## config.mk

```make
export PLATFORM = sky130hd
export DESIGN_NAME = shift_psr_core
export DESIGN_NICKNAME = d
export VERILOG_FILES = /design/src/hw/shift_psr_pkg.sv /design/src/hw/operand_shifter.sv /design/src/hw/shift_psr_core.sv
export SDC_FILE = /design/constraint.sdc
export NUM_CORES = 2
export LEC_CHECK = 0
export ABC_CLOCK_PERIOD_IN_PS = 6610
export BUFFER_PORTS_ARGS = -buffer_cell sky130_fd_sc_hd__buf_2
export CAP_MARGIN = 20
export CORE_UTILIZATION = 25
export CTS_BUF_LIST = sky130_fd_sc_hd__clkbuf_8
export CTS_CLUSTER_SIZE = 24
export DETAILED_ROUTE_END_ITERATION = 8
export GPL_TIMING_DRIVEN = 0
export PLACE_DENSITY = 0.49
export SLEW_MARGIN = 20
export SYNTH_ARGS = -nofsm -noshare
export SYNTH_HDL_FRONTEND = slang
export SYNTH_HIERARCHICAL = 1
export SYNTH_SLANG_ARGS = --single-unit
```

## constraint.sdc

```tcl
create_clock -name pclk -period 6.61 [get_ports pclk]
set_input_delay 1.983 -clock pclk [delete_from_list [all_inputs] [get_ports pclk]]
set_output_delay 1.983 -clock pclk [all_outputs]
set_load 0.02 [all_outputs]
```

## src/hw/shift_psr_pkg.sv

```systemverilog
package shift_psr_pkg;

  // register byte offsets on the apb side
  localparam logic [7:0] ADDR_INSTR      = 8'h00;
  localparam logic [7:0] ADDR_OPERAND_M  = 8'h04;
  localparam logic [7:0] ADDR_OPERAND_S  = 8'h08;
  localparam logic [7:0] ADDR_INSTR_ADDR = 8'h0c;
  localparam logic [7:0] ADDR_RESULT     = 8'h10;
  localparam logic [7:0] ADDR_EXEC       = 8'h14;
  localparam logic [7:0] ADDR_OPERAND2   = 8'h18;
  localparam logic [7:0] ADDR_INFO       = 8'h1c;
  localparam logic [7:0] ADDR_CURRENT    = 8'h20;
  localparam logic [7:0] ADDR_SAVED      = 8'h24;
  localparam logic [7:0] ADDR_PC         = 8'h28;
  localparam logic [7:0] ADDR_PC_OPERAND = 8'h2c;
  localparam logic [7:0] ADDR_MOVE_OUT   = 8'h30;

  // instruction field positions
  localparam int IMM_BIT      = 25;
  localparam int OPC_MSB      = 24;
  localparam int OPC_LSB      = 21;
  localparam int SAVED_SEL    = 22;
  localparam int S_BIT        = 20;
  localparam int WHOLE_BIT    = 16;
  localparam int RD_MSB       = 15;
  localparam int RD_LSB       = 12;
  localparam int ROT_MSB      = 11;
  localparam int ROT_LSB      = 8;
  localparam int AMT_MSB      = 11;
  localparam int AMT_LSB      = 7;
  localparam int BIT7         = 7;
  localparam int KIND_MSB     = 6;
  localparam int KIND_LSB     = 5;
  localparam int REG_SHIFT    = 4;
  localparam int RM_MSB       = 3;
  localparam int IMM8_MSB     = 7;

  // status word layout
  localparam int FLAG_N       = 31;
  localparam int FLAG_Z       = 30;
  localparam int FLAG_C       = 29;
  localparam int FLAG_LSB     = 28;
  localparam int MODE_MSB     = 4;

  localparam logic [3:0]  PC_REG       = 4'hf;
  localparam logic [4:0]  MODE_USER    = 5'h10;
  localparam logic [4:0]  MODE_FIQ     = 5'h11;
  localparam logic [4:0]  MODE_IRQ     = 5'h12;
  localparam logic [4:0]  MODE_SVC     = 5'h13;
  localparam logic [4:0]  MODE_ABT     = 5'h17;
  localparam logic [4:0]  MODE_UND     = 5'h1b;
  localparam int          BANKS        = 5;
  localparam logic [31:0] STATUS_RESET = 32'h0000_00d3;
  localparam logic [31:0] PC_AHEAD_IMM = 32'h0000_0008;
  localparam logic [31:0] PC_AHEAD_REG = 32'h0000_000c;
  localparam logic [7:0]  SHIFT_FULL   = 8'h20;
  localparam logic [5:0]  ROT_SPAN     = 6'h20;
  localparam logic [3:0]  OPC_TEQ      = 4'h9;

  typedef enum logic [1:0] {
    shift_left_logical,
    shift_right_logical,
    shift_right_arith,
    rotate_right
  } shift_kind_e;

  typedef struct packed {
    logic [31:0] operand;
    logic [7:0]  amount;
    shift_kind_e kind;
    logic        imm_form;
    logic        carry_in;
  } shift_req_s;

  typedef struct packed {
    logic [31:0] result;
    logic        carry;
  } shift_res_s;

  typedef struct packed {
    logic [1:0] seq;
    logic       nonseq;
    logic       internal;
    logic       psr_moved;
    logic       pc_written;
    logic       undefined;
    logic       carry;
  } exec_info_s;

endpackage

```

## src/hw/operand_shifter.sv

```systemverilog
`timescale 1ns/1ps
`default_nettype none
module operand_shifter
(
  input  wire shift_psr_pkg::shift_req_s req,
  output var  shift_psr_pkg::shift_res_s res
);

  logic [7:0]         amt;
  logic               rotate_extended_carry;
  logic [32:0]        lsl_w;
  logic [32:0]        lsr_w;
  logic signed [32:0] asr_w;
  logic [4:0]         rot;
  logic [31:0]        ror_v;

  // encoded zero on right shifts stands for 32, on rotate for rrx
  always_comb
  begin
    amt = req.amount;
    rotate_extended_carry = 1'b0;
    if (req.imm_form && req.amount == 8'h00)
    begin
      if (req.kind == shift_psr_pkg::rotate_right)
        rotate_extended_carry = 1'b1;
      else if (req.kind != shift_psr_pkg::shift_left_logical)
        amt = shift_psr_pkg::SHIFT_FULL;
    end
  end

  // one extra bit carries the last bit shifted out
  always_comb
  begin
    lsl_w = {1'b0, req.operand} << amt;
    lsr_w = {req.operand, 1'b0} >> amt;
    asr_w = $signed({req.operand, 1'b0}) >>> ((amt > shift_psr_pkg::SHIFT_FULL) ? shift_psr_pkg::SHIFT_FULL : amt);
    rot   = amt[4:0];  // any multiple of 32 folds onto a whole turn
    ror_v = (req.operand >> rot) | (req.operand << (shift_psr_pkg::ROT_SPAN - {1'b0, rot}));
  end

  // pick the result; rrx wins, otherwise zero amount passes operand and old carry
  always_comb
  begin
    res.result = req.operand;
    res.carry  = req.carry_in;
    if (rotate_extended_carry)
    begin
      res.result = {req.carry_in, req.operand[31:1]};
      res.carry  = req.operand[0];
    end
    else if (amt != 8'h00)
    begin
      case (req.kind)
        shift_psr_pkg::shift_left_logical:
        begin
          res.result = lsl_w[31:0];
          res.carry  = lsl_w[32];
        end
        shift_psr_pkg::shift_right_logical:
        begin
          res.result = lsr_w[32:1];
          res.carry  = lsr_w[0];
        end
        shift_psr_pkg::shift_right_arith:
        begin
          res.result = asr_w[32:1];
          res.carry  = asr_w[0];
        end
        default:
        begin
          res.result = ror_v;
          res.carry  = ror_v[31];
        end
      endcase
    end
  end

endmodule
`default_nettype wire

```

## src/hw/shift_psr_core.sv

```systemverilog
// Functional notes
// - lsl by encoded zero passes operand, old carry
// - encoded right shift zero means 32
// - arithmetic shift fills with sign bit
// - encoded arithmetic zero means 32, all sign
// - rotate wraps; encoded zero is rrx
// - register amount uses low byte; zero passes
// - register amounts 1-31 match encoded shifts
// - register lsl 32 gives bit 0 carry
// - register lsr 32 gives bit 31 carry
// - register asr 32 or more fills sign
// - register rotate folds modulo 32
// - register shift with bit 7 set undefined
// - immediate is 8 bits rotated by twice field
// - pc destination without s keeps status
// - pc destination with s restores saved word
// - pc operand is address plus 8 or 12
// - legacy test form restores saved when privileged
// - cycle cost by shift amount source and pc write
// - test opcodes without s are status moves
// - flags-only write touches top four bits
// - user mode writes only the flags
// - saved word chosen by current mode
// - logical ops with s load shifter carry
// - encoded shift amount is five bits
`timescale 1ns/1ps
`default_nettype none
module shift_psr_core
(
  input  wire logic        pclk,
  input  wire logic        presetn,
  input  wire logic        psel,
  input  wire logic        penable,
  input  wire logic        pwrite,
  input  wire logic [7:0]  paddr,
  input  wire logic [31:0] pwdata,
  output logic      [31:0] prdata,
  output logic             pready,
  output logic             pslverr
);

  logic [31:0] instr;
  logic [31:0] m_val;
  logic [31:0] s_val;
  logic [31:0] instr_addr;
  logic [31:0] result;
  logic [31:0] operand2;
  logic [31:0] current_status_word;
  logic [31:0] pc;
  logic [31:0] pc_operand;
  logic [31:0] move_out;
  shift_psr_pkg::exec_info_s info;
  logic [31:0] saved_status_word [shift_psr_pkg::BANKS];

  logic        access;
  logic        wr;
  logic        exec;
  logic        mapped;
  logic [2:0]  bank;
  logic        bank_ok;
  logic [31:0] saved_cur;
  logic        imm_op;
  logic [3:0]  opcode;
  logic        sbit;
  logic        rd_pc;
  logic        reg_shift;
  logic        bad_bit7;
  logic        is_test;
  logic        psr_move;
  logic        to_status;
  logic        use_saved;
  logic        flags_only;
  logic        legacy;
  logic        logical;
  logic        writes_pc;
  logic        user;
  logic [31:0] m_src;
  logic [31:0] move_src;
  logic [31:0] next_current;
  logic [31:0] next_saved;
  logic        saved_we;
  shift_psr_pkg::shift_req_s  req;
  shift_psr_pkg::shift_res_s  res;
  shift_psr_pkg::exec_info_s  next_info;

  // apb strobes; pready is high in every access phase
  assign access = psel & penable & pready;
  assign wr     = access & pwrite;
  assign exec   = wr & (paddr == shift_psr_pkg::ADDR_EXEC);

  // map current mode onto its saved word bank
  always_comb
  begin
    bank_ok = 1'b1;
    case (current_status_word[shift_psr_pkg::MODE_MSB:0])
      shift_psr_pkg::MODE_FIQ: bank = 3'h0;
      shift_psr_pkg::MODE_IRQ: bank = 3'h1;
      shift_psr_pkg::MODE_SVC: bank = 3'h2;
      shift_psr_pkg::MODE_ABT: bank = 3'h3;
      shift_psr_pkg::MODE_UND: bank = 3'h4;
      default:
      begin
        bank    = 3'h0;
        bank_ok = 1'b0;  // user and system own no saved word
      end
    endcase
  end
  assign saved_cur = bank_ok ? saved_status_word[bank] : 32'h0000_0000;
  assign user      = current_status_word[shift_psr_pkg::MODE_MSB:0] == shift_psr_pkg::MODE_USER;

  // instruction decode
  assign imm_op     = instr[shift_psr_pkg::IMM_BIT];
  assign opcode     = instr[shift_psr_pkg::OPC_MSB:shift_psr_pkg::OPC_LSB];
  assign sbit       = instr[shift_psr_pkg::S_BIT];
  assign rd_pc      = instr[shift_psr_pkg::RD_MSB:shift_psr_pkg::RD_LSB] == shift_psr_pkg::PC_REG;
  assign reg_shift  = !imm_op & instr[shift_psr_pkg::REG_SHIFT];
  assign bad_bit7   = reg_shift & instr[shift_psr_pkg::BIT7];
  assign is_test    = opcode[3:2] == 2'h2;
  assign psr_move   = is_test & !sbit & !bad_bit7;
  assign to_status  = psr_move & opcode[0];
  assign use_saved  = instr[shift_psr_pkg::SAVED_SEL];
  assign flags_only = !instr[shift_psr_pkg::WHOLE_BIT];
  assign legacy     = opcode == shift_psr_pkg::OPC_TEQ && sbit && rd_pc && !bad_bit7;
  assign logical    = opcode[2:1] == 2'h0 || opcode[3:2] == 2'h3;
  assign writes_pc  = !is_test & rd_pc & !bad_bit7;

  // pc read as operand runs ahead of the instruction address
  assign m_src = (instr[shift_psr_pkg::RM_MSB:0] == shift_psr_pkg::PC_REG) ? pc_operand_now() : m_val;

  function automatic logic [31:0] pc_operand_now();
    pc_operand_now = instr_addr + (reg_shift ? shift_psr_pkg::PC_AHEAD_REG : shift_psr_pkg::PC_AHEAD_IMM);
  endfunction

  // shifter request: immediate rotate or shifted register
  always_comb
  begin
    req.carry_in = current_status_word[shift_psr_pkg::FLAG_C];
    if (imm_op)
    begin
      req.operand  = {24'h00_0000, instr[shift_psr_pkg::IMM8_MSB:0]};
      req.amount   = {3'h0, instr[shift_psr_pkg::ROT_MSB:shift_psr_pkg::ROT_LSB], 1'b0};
      req.kind     = shift_psr_pkg::rotate_right;
      req.imm_form = 1'b0;  // rotate of zero keeps carry, as it should
    end
    else
    begin
      req.operand  = m_src;
      req.amount   = reg_shift ? s_val[7:0] : {3'h0, instr[shift_psr_pkg::AMT_MSB:shift_psr_pkg::AMT_LSB]};
      req.kind     = shift_psr_pkg::shift_kind_e'(instr[shift_psr_pkg::KIND_MSB:shift_psr_pkg::KIND_LSB]);
      req.imm_form = !reg_shift;
    end
  end

  operand_shifter shifter
  (
    .req (req),
    .res (res)
  );

  // status move source: immediate goes through the rotator
  assign move_src = imm_op ? res.result : m_val;

  // next current status word; earlier branches take priority
  always_comb
  begin
    next_current = current_status_word;
    if (psr_move)
    begin
      if (to_status && !use_saved)
      begin
        if (flags_only || user)
          next_current[shift_psr_pkg::FLAG_N:shift_psr_pkg::FLAG_LSB] =
            move_src[shift_psr_pkg::FLAG_N:shift_psr_pkg::FLAG_LSB];
        else
          next_current = move_src;
      end
    end
    else if (legacy)
    begin
      if (!user && bank_ok)
        next_current = saved_cur;
    end
    else if (writes_pc)
    begin
      if (sbit && bank_ok)
        next_current = saved_cur;
    end
    else if (sbit && logical && !bad_bit7)
    begin
      next_current[shift_psr_pkg::FLAG_N] = result[shift_psr_pkg::FLAG_N];
      next_current[shift_psr_pkg::FLAG_Z] = result == 32'h0000_0000;
      next_current[shift_psr_pkg::FLAG_C] = res.carry;
    end
  end

  // saved word write for the active mode only
  always_comb
  begin
    saved_we   = to_status & use_saved & bank_ok;
    next_saved = saved_cur;
    if (flags_only)
      next_saved[shift_psr_pkg::FLAG_N:shift_psr_pkg::FLAG_LSB] =
        move_src[shift_psr_pkg::FLAG_N:shift_psr_pkg::FLAG_LSB];
    else
      next_saved = move_src;
  end

  // cycle cost and outcome flags
  always_comb
  begin
    next_info            = '0;
    next_info.carry      = res.carry;
    next_info.undefined  = bad_bit7;
    next_info.psr_moved  = psr_move;
    next_info.pc_written = writes_pc;
    if (!bad_bit7)
    begin
      next_info.seq      = writes_pc ? 2'h2 : 2'h1;
      next_info.nonseq   = writes_pc;
      next_info.internal = reg_shift;
    end
  end

  // software-loaded operand registers
  always_ff @(posedge pclk or negedge presetn)
  begin
    if (!presetn)
    begin
      instr      <= 32'h0000_0000;
      m_val      <= 32'h0000_0000;
      s_val      <= 32'h0000_0000;
      instr_addr <= 32'h0000_0000;
      result     <= 32'h0000_0000;
    end
    else if (wr)
    begin
      case (paddr)
        shift_psr_pkg::ADDR_INSTR:      instr      <= pwdata;
        shift_psr_pkg::ADDR_OPERAND_M:  m_val      <= pwdata;
        shift_psr_pkg::ADDR_OPERAND_S:  s_val      <= pwdata;
        shift_psr_pkg::ADDR_INSTR_ADDR: instr_addr <= pwdata;
        shift_psr_pkg::ADDR_RESULT:     result     <= pwdata;
        default: ;
      endcase
    end
  end

  // execution results captured on the execute strobe
  always_ff @(posedge pclk or negedge presetn)
  begin
    if (!presetn)
    begin
      operand2   <= 32'h0000_0000;
      pc_operand <= 32'h0000_0000;
      move_out   <= 32'h0000_0000;
      info       <= '0;
      pc         <= 32'h0000_0000;
    end
    else if (exec)
    begin
      operand2   <= res.result;
      pc_operand <= pc_operand_now();
      info       <= next_info;
      if (psr_move && !to_status)
        move_out <= use_saved ? saved_cur : current_status_word;
      if (writes_pc)
        pc <= result;
    end
  end

  // current status word: execute or direct software load
  always_ff @(posedge pclk or negedge presetn)
  begin
    if (!presetn)
      current_status_word <= shift_psr_pkg::STATUS_RESET;
    else if (exec)
      current_status_word <= next_current;
    else if (wr && paddr == shift_psr_pkg::ADDR_CURRENT)
      current_status_word <= pwdata;
  end

  // one saved word per privileged mode except system
  for (genvar i = 0; i < shift_psr_pkg::BANKS; i++)
  begin : g_bank
    always_ff @(posedge pclk or negedge presetn)
    begin
      if (!presetn)
        saved_status_word[i] <= 32'h0000_0000;
      else if (bank_ok && bank == 3'(i))
      begin
        if (exec && saved_we)
          saved_status_word[i] <= next_saved;
        else if (wr && paddr == shift_psr_pkg::ADDR_SAVED)
          saved_status_word[i] <= pwdata;
      end
    end
  end

  // apb read path, registered in the setup phase
  always_comb
  begin
    mapped = 1'b1;
    case (paddr)
      shift_psr_pkg::ADDR_INSTR, shift_psr_pkg::ADDR_OPERAND_M, shift_psr_pkg::ADDR_OPERAND_S,
      shift_psr_pkg::ADDR_INSTR_ADDR, shift_psr_pkg::ADDR_RESULT, shift_psr_pkg::ADDR_EXEC,
      shift_psr_pkg::ADDR_OPERAND2, shift_psr_pkg::ADDR_INFO, shift_psr_pkg::ADDR_CURRENT,
      shift_psr_pkg::ADDR_SAVED, shift_psr_pkg::ADDR_PC, shift_psr_pkg::ADDR_PC_OPERAND,
      shift_psr_pkg::ADDR_MOVE_OUT: mapped = 1'b1;
      default: mapped = 1'b0;
    endcase
  end

  always_ff @(posedge pclk or negedge presetn)
  begin
    if (!presetn)
    begin
      prdata  <= 32'h0000_0000;
      pready  <= 1'b0;
      pslverr <= 1'b0;
    end
    else
    begin
      pready  <= psel & !penable;
      pslverr <= psel & !penable & !mapped;
      if (psel && !penable && !pwrite)
      begin
        case (paddr)
          shift_psr_pkg::ADDR_INSTR:      prdata <= instr;
          shift_psr_pkg::ADDR_OPERAND_M:  prdata <= m_val;
          shift_psr_pkg::ADDR_OPERAND_S:  prdata <= s_val;
          shift_psr_pkg::ADDR_INSTR_ADDR: prdata <= instr_addr;
          shift_psr_pkg::ADDR_RESULT:     prdata <= result;
          shift_psr_pkg::ADDR_OPERAND2:   prdata <= operand2;
          shift_psr_pkg::ADDR_INFO:       prdata <= {24'h00_0000, info};
          shift_psr_pkg::ADDR_CURRENT:    prdata <= current_status_word;
          shift_psr_pkg::ADDR_SAVED:      prdata <= saved_cur;
          shift_psr_pkg::ADDR_PC:         prdata <= pc;
          shift_psr_pkg::ADDR_PC_OPERAND: prdata <= pc_operand;
          shift_psr_pkg::ADDR_MOVE_OUT:   prdata <= move_out;
          default:                        prdata <= 32'h0000_0000;
        endcase
      end
    end
  end

  logic enc_shift;
  assign enc_shift = exec & !imm_op & !reg_shift;
endmodule
`default_nettype wire

```

# == Yosys cells after proc, flatten, opt, wreduce, memory -nomap -nowiden ==
# Memories as Yosys holds them, arrays and structs flattened.
# Index checks and enable logic that the tools add are counted.
# word_totals
register_bits,522
rom_bits,64
output_inout_bits,34
elab_cells,191
n_memories,1
# classes
addsub,2
magnitude_cmp,2
eq_ne,37
shifts,5
mux,39
bitwise,17
reduce_logical,61
# memory_table
memory,words,word_bits,rd,rd_ports_with_merged_regs,wr,line_no,rtl
(no name shown),64,1,1,0,0,shift_psr_core.sv:303,case (paddr)
# op_table
cell,count
32-bit two-way mux,15
32-bit one-hot mux with 12 select lines,1
33-bit one-hot mux with 3 select lines,1
32-bit binary-select mux with 3-bit select,1
33-bit two-way mux,2
28-bit two-way mux,2
43-bit two-way mux,1
8-bit by 6-bit equality test with 1-bit output (second input constant),5
8-bit two-way mux,5
32-bit by 8-bit << shifter with 33-bit output,1
33-bit by 8-bit right shift with 33-bit output,1
33-bit by 8-bit >>> shifter with 33-bit output,1
32-bit by 4-bit adder with 32-bit output,1
8-bit by 5-bit equality test with 1-bit output (second input constant),4
32-bit zero test,1
32-bit bitwise OR,1
32-bit by 6-bit << shifter with 32-bit output,1
32-bit by 5-bit right shift with 32-bit output,1
5-bit equality test (second input constant),6
29-bit two-way mux,1
2-bit AND reduction,12
1-bit logical AND,20
8-bit by 4-bit equality test with 1-bit output (second input constant),2
8-bit zero test,2
32 further kinds,75

# == Longest topological paths before layout ==
# depth
ltp_word,21
depth_mapped,27

# == Cells and area by module ==
# The synthesis kept the hierarchy.
# modules_own_cells
mod,n_inst,cells_per_inst,area_each_um2
shift_psr_core,1,2671,26656.8
operand_shifter,1,1334,9750.6

# == Worst setup path before layout ==
# Ideal clock, no wire load.
# synth_timing
kind,register to register
startpoint,reg instr[25]
endpoint,reg saved_status_word[0] (netlist name)
t_arrival_ns,5.666
required_time_ns,6.475
setup_slack_ns,0.809
path_stages_with_launch,27
path_buffers,5
period_less_slack_ns,5.801
path_cell_list,dfrtp_1 > clkbuf_1 > buf_1 > nor2b_1 > clkbuf_1 > ha_1 > inv_1 > ha_1 > nand2b_1 > nor4_1 > and2_1 > clkbuf_1 > and3_1 > xnor2_1 > a211oi_1 > clkbuf_1 > mux4_2 > mux2_2 > o21ai_0 > a211oi_1 > a2111oi_0 > o32ai_1 > mux2i_1 > nor2b_1 > mux2_2 > a21oi_1 > o21ai_0
# synth_lines
element,line_no,rtl
from (decl),shift_psr_core.sv:42,logic [31:0] instr;
from (signal assigned),shift_psr_core.sv:238,shift_psr_pkg::ADDR_INSTR: instr <= pwdata;
"to (signal, indexed assignment)",shift_psr_core.sv:292,saved_status_word[i] <= next_saved;
"to (signal, indexed assignment)",shift_psr_core.sv:294,saved_status_word[i] <= pwdata;
to (decl),shift_psr_core.sv:53,logic [31:0] saved_status_word [shift_psr_pkg::BANKS];

==> results.md <==
- The flow ran to the end, but the final reports show violations.
- The final reports fail on setup timing.
- In the global route stage, overall resource usage came out at 0.3073.
- Of all nets on the critical path, the largest fanout is 10.
- The analysis attributes to net switching a power of approximately 1.9 mW.
- After floorplanning, the core was sized to cover 144,000 um^2.
- The final routed DRC violation total is 0.
- The count of unique library cells instantiated by Yosys is 104.
- The pre-antenna-repair detailed-routing pass consisted of 7 iterations.
- For this design the top-level I/O count stands at 79.
- The growth of design area from synthesis to finish is 18.66%.
- The number of CTS-inserted buffers is 87.
- The first global-routing pass estimated 315,400 um of wire.
- The number of placement rows is 139.
- The share of total power dissipated in the clock network is 0.437.
- The share of the Yosys chip area taken by registers is 0.3576.
- The net count of the finished layout is 4,266.
- The H-tree was split into 3 levels.
- The max-slew violation count was 0.
- Based on the critical path, the design can be clocked at up to between 100 and 150 MHz.
- Synthesis produced 4,005 cells.
- The sequential cell fraction of total power is 0.487.
- Setup repair after global routing left no endpoint under its margin.
- In this run, the number of DRC markers left after iteration 0 of detailed routing was 5,527.
- VDD sags by at most approximately 0.00015 V.
- The final estimated routing congestion in global placement is around 1.1.
- At the worst endpoint, the required time is 7.20 ns.
- For this design the static power due to leakage is 17.20 nW.
- The residual antenna-violating net count after detailed routing is 0.
- The time the final worst path needs with I/O delays and setup is 6.668 ns.
- The register with the most flip-flops is saved_status_word.
- In this run the tool buffered the top-level ports with 78 buffer cells.
- The startpoint type of the worst setup path is a register.
- The share of total power dissipated in combinational logic is 0.076.
- A synthesized cell averages 9.090 um^2.
- The floorplan die area is 147,200 um^2.
- The length of routed met2 wiring is 98,490 um.
- After filler insertion, the fill cell instance count of the layout stands at approximately 15,000.
- The count of endpoints failing hold in the final timing report is 0.
- The post-synthesis instance area is 36,410 um^2.
- For this configuration, the core starts out at a cell density of 0.2528.
- Cell internal power was estimated by the tool at 4.706 mW.
- The worst hold slack is 0.4718 ns.
- Of the total power, the share spent switching nets is 0.2843.
- Data on the critical path arrives at its endpoint at 7.26 ns.
- The total power per unit cell area is 152.2 nW/um^2.
- After layout, the worst setup slack is -0.05818 ns.
- The count of flip-flops with a built-in enable after synthesis is 0.
- The initial antenna violation count was 17.
- The total power is 6.575 mW.
- On the final layout, the worst clock skew is 0.03773 ns.
- The floorplan step set the die height to 383.6 um.
- The net count after synthesis is 4,053.
- The detailed router used layers up to and including met5.
- The post-route met1 wirelength is 89,630 um.
- The setup path with the least slack is of type reg -> reg.
- The combined area of the multi-input logic cells is 23,230 um^2.
- The final period utilization is 1.009.
- The worst-margin pin slew is 1.337 ns.
- The worst slew margin relative to its limit is 0.1086.
- The path class of the tightest hold or removal check is reg -> reg.
- In this run, post-CTS hold repair placed 0 buffers.
- Counting flops and latches in the post-synthesis netlist gives 520.
- After detailed placement, the design holds a cell count of 6,009.
- After detailed routing, the total wire length is 232,300 um.
- The number of global-route vias before repair came to 36,750.
- Clock latency on the worst-skew pair, taken at its later pin, is 0.76 ns.
- After detailed routing, the average wire length per cell comes to 37.49 um.
- The post-route setup TNS is -0.3176 ns.
- The post-DP HPWL is between 150,000 and 200,000 um.
- After global routing the overflow that remains totals 0.
- The main flop type after synthesis is dfrtp_1.
- The number of setup violations in the final report is 12.
- For this design, the sink count on the clock tree is 520.
- In this run the clock root is driven by a clkbuf_8.
- The type of element capturing the critical path is a register.
- The average via count per standard cell is 6.214.
- Entering global routing, the biggest net connects 91 pins.
- The flip-flop count of the largest register, all copies and words added is 160.
- The total met3 wirelength after detailed routing is 24,590 um.
- The clock edge transition at the registers on the reported setup and hold paths is 0.07 ns.
- The largest buffer count on any clock path is 3.
- TritonCTS built the clock tree.
- During synthesis, Yosys emitted a total of 6 warnings.
- Of the cells placed in the final design, the portion with a size suffix greater than 1 is 0.2465.
- The area used by sequential logic in the layout is 13,020 um^2.
- The share of async-settable or async-resettable flops after synthesis is 1.000.
- The die is 383.6 um wide.
- The number of non-filler instances in the completed layout is approximately 6,200.
- The via count is 38,500.
- The number of maximum-capacitance constraint violations is 0.
==> routing by layer <==
| layer | GRT usage | vias up |
|---|---|---|
| li1 | - | 15400 |
| met1 | 0.3929 | 19550 |
| met2 | 0.4585 | 2763 |
| met3 | 0.07513 | 771 |
| met4 | 0.2033 | 18 |
| met5 | 0 | - |
==> power by group through the flow <==
stage | logic (mW) | registers, mW | clock network [mW]
floorplan | 0.169 | 3.25 | 0
global placement | 0.449 | 3.26 | 0
detailed placement | 0.460 | 3.26 | 0
CTS | 0.473 | 3.20 | 2.89
global route | 0.508 | 3.20 | 3.02
finish | 0.500 | 3.20 | 2.87
==> worst max-delay path, cell delays in order, from the launching register on <==
cell	delay [ns]
dfrtp_4	0.52
buf_12	0.15
nor2b_2	0.10
clkbuf_8	0.16
mux2_2	0.38
buf_6	0.16
inv_4	0.22
buf_4	0.28
buf_4	0.25
ha_2	0.36
or4b_1	0.48
buf_6	0.17
a21oi_4	0.34
nand2_2	0.20
o311ai_1	0.35
o22ai_1	0.26
o211ai_1	0.63
a22oi_2	0.15
buf_4	0.21
mux2i_4	0.33
nor2b_1	0.09
mux2i_1	0.28
a21boi_4	0.29
o21ai_0	0.12
==> logic make-up (layout without fill, tap and decap cells) <==
group	count (synthesis)	in the layout	share of synthesized area
simple gates	1218	1218	0.1533
compound gates	1204	1204	0.2196
mux	610	610	0.2085
flops	520	520	0.3576
buf+inv	414	689	0.05107
xor+xnor	35	35	0.008626
fa+ha+maj	4	4	0.001306
other cells	0	13	0
==> cell usage after synthesis, types with 20 or more instances <==
library cell  count  area, um^2
a2111oi_0        23       201.4
a211oi_1         86       645.6
a21o_1           37       277.8
a21oi_1         187       935.9
a221o_1          20       200.2
a221oi_1         40       350.3
a22oi_1          51       382.9
a31oi_1          41       256.5
and2_1           20       125.1
buf_1            45       168.9
buf_2            70       350.3
buf_6            23       259.0
clkbuf_1        231       867.1
dfrtp_1         515       12890
inv_1            27       101.4
mux2_2          287        3232
mux2i_1         233        2332
mux4_2           90        2027
nand2_1         595        2233
nand2b_1         23       143.9
nand3_1          68       340.3
nand4_1          22       137.6
nor2_1          231       867.1
nor2b_1          43       269.0
nor3_1           82       410.4
nor4_1           25       156.4
o211ai_1         38       285.3
o21ai_0         327        1637
o21ai_1          63       315.3
o221ai_1         26       227.7
o22ai_1          43       269.0
o31ai_1          44       330.3
or3_1            21       131.4
xor2_1           23       201.4
==> final timing paths <==
kind	from	endpoint	slack [ns]	cells past startpoint
worst max-delay path	instr[25]	saved_status_word[53]	-0.06	23
worst min-delay path	saved_status_word[76]	saved_status_word[76]	0.47	2
worst max register to register	instr[25]	saved_status_word[53]	-0.06	23
worst min register to register	saved_status_word[76]	saved_status_word[76]	0.47	2
max in group asynchronous	presetn	saved_status_word[107]	3.39	5
min in group asynchronous	presetn	operand2[29]	1.16	1
==> cells in the final DEF (no fill, tap or decap), types with 24 or more instances in the layout <==
master	synthesis	final
nand2_1	595	594
dfrtp_1	515	513
o21ai_0	327	313
mux2_2	287	287
nor2_1	231	221
mux2i_1	233	188
clkbuf_1	231	187
a21oi_1	187	163
buf_2	70	152
clkbuf_8	0	103
mux4_2	90	90
nor3_1	82	78
o21ai_1	63	69
nand3_1	68	67
inv_1	27	64
buf_4	12	57
a211oi_1	86	54
a22oi_1	51	49
nor2b_1	43	41
o22ai_1	43	40
o211ai_1	38	38
buf_1	45	37
a21o_1	37	37
a221oi_1	40	36
a31oi_1	41	34
o221ai_1	26	25
clkbuf_2	0	24
==> repair_timing <==
item / 4_1_cts / 5_1_grt
pin swaps: 14 / 23
cloned: 0 / 0
setup buffers: 12 / 16
gates resized for setup: 225 / 136
setup endpoints to repair: 225 / 176
==> area by class of cell <==
class                           instances  area share
Multi-Input combinational cell       3071      0.5378
Buffer                                376     0.04324
Timing Repair Buffer                  129     0.02132
Sequential cell                       520      0.3015
Inverter                               33    0.002954
Clock inverter                         52    0.005793
Clock buffer                           99     0.03154
Antenna cell                           13   0.0007530
Tap cell                             1903     0.05512
==> through the flow <==
stage / util / setup WS [ns] / instance area (um^2)
after floorplan: - / 0.8089 / 36410
after global placement: 0.2721 / -8.102 / 39180
after detailed placement: 0.2761 / -3.315 / 39760
after CTS: 0.2946 / 0.003569 / 42420
after global routing: 0.2998 / 0.01392 / 43180
final: 0.3000 / -0.05818 / 43200
Note: power is estimated with default switching activity, not from simulation.
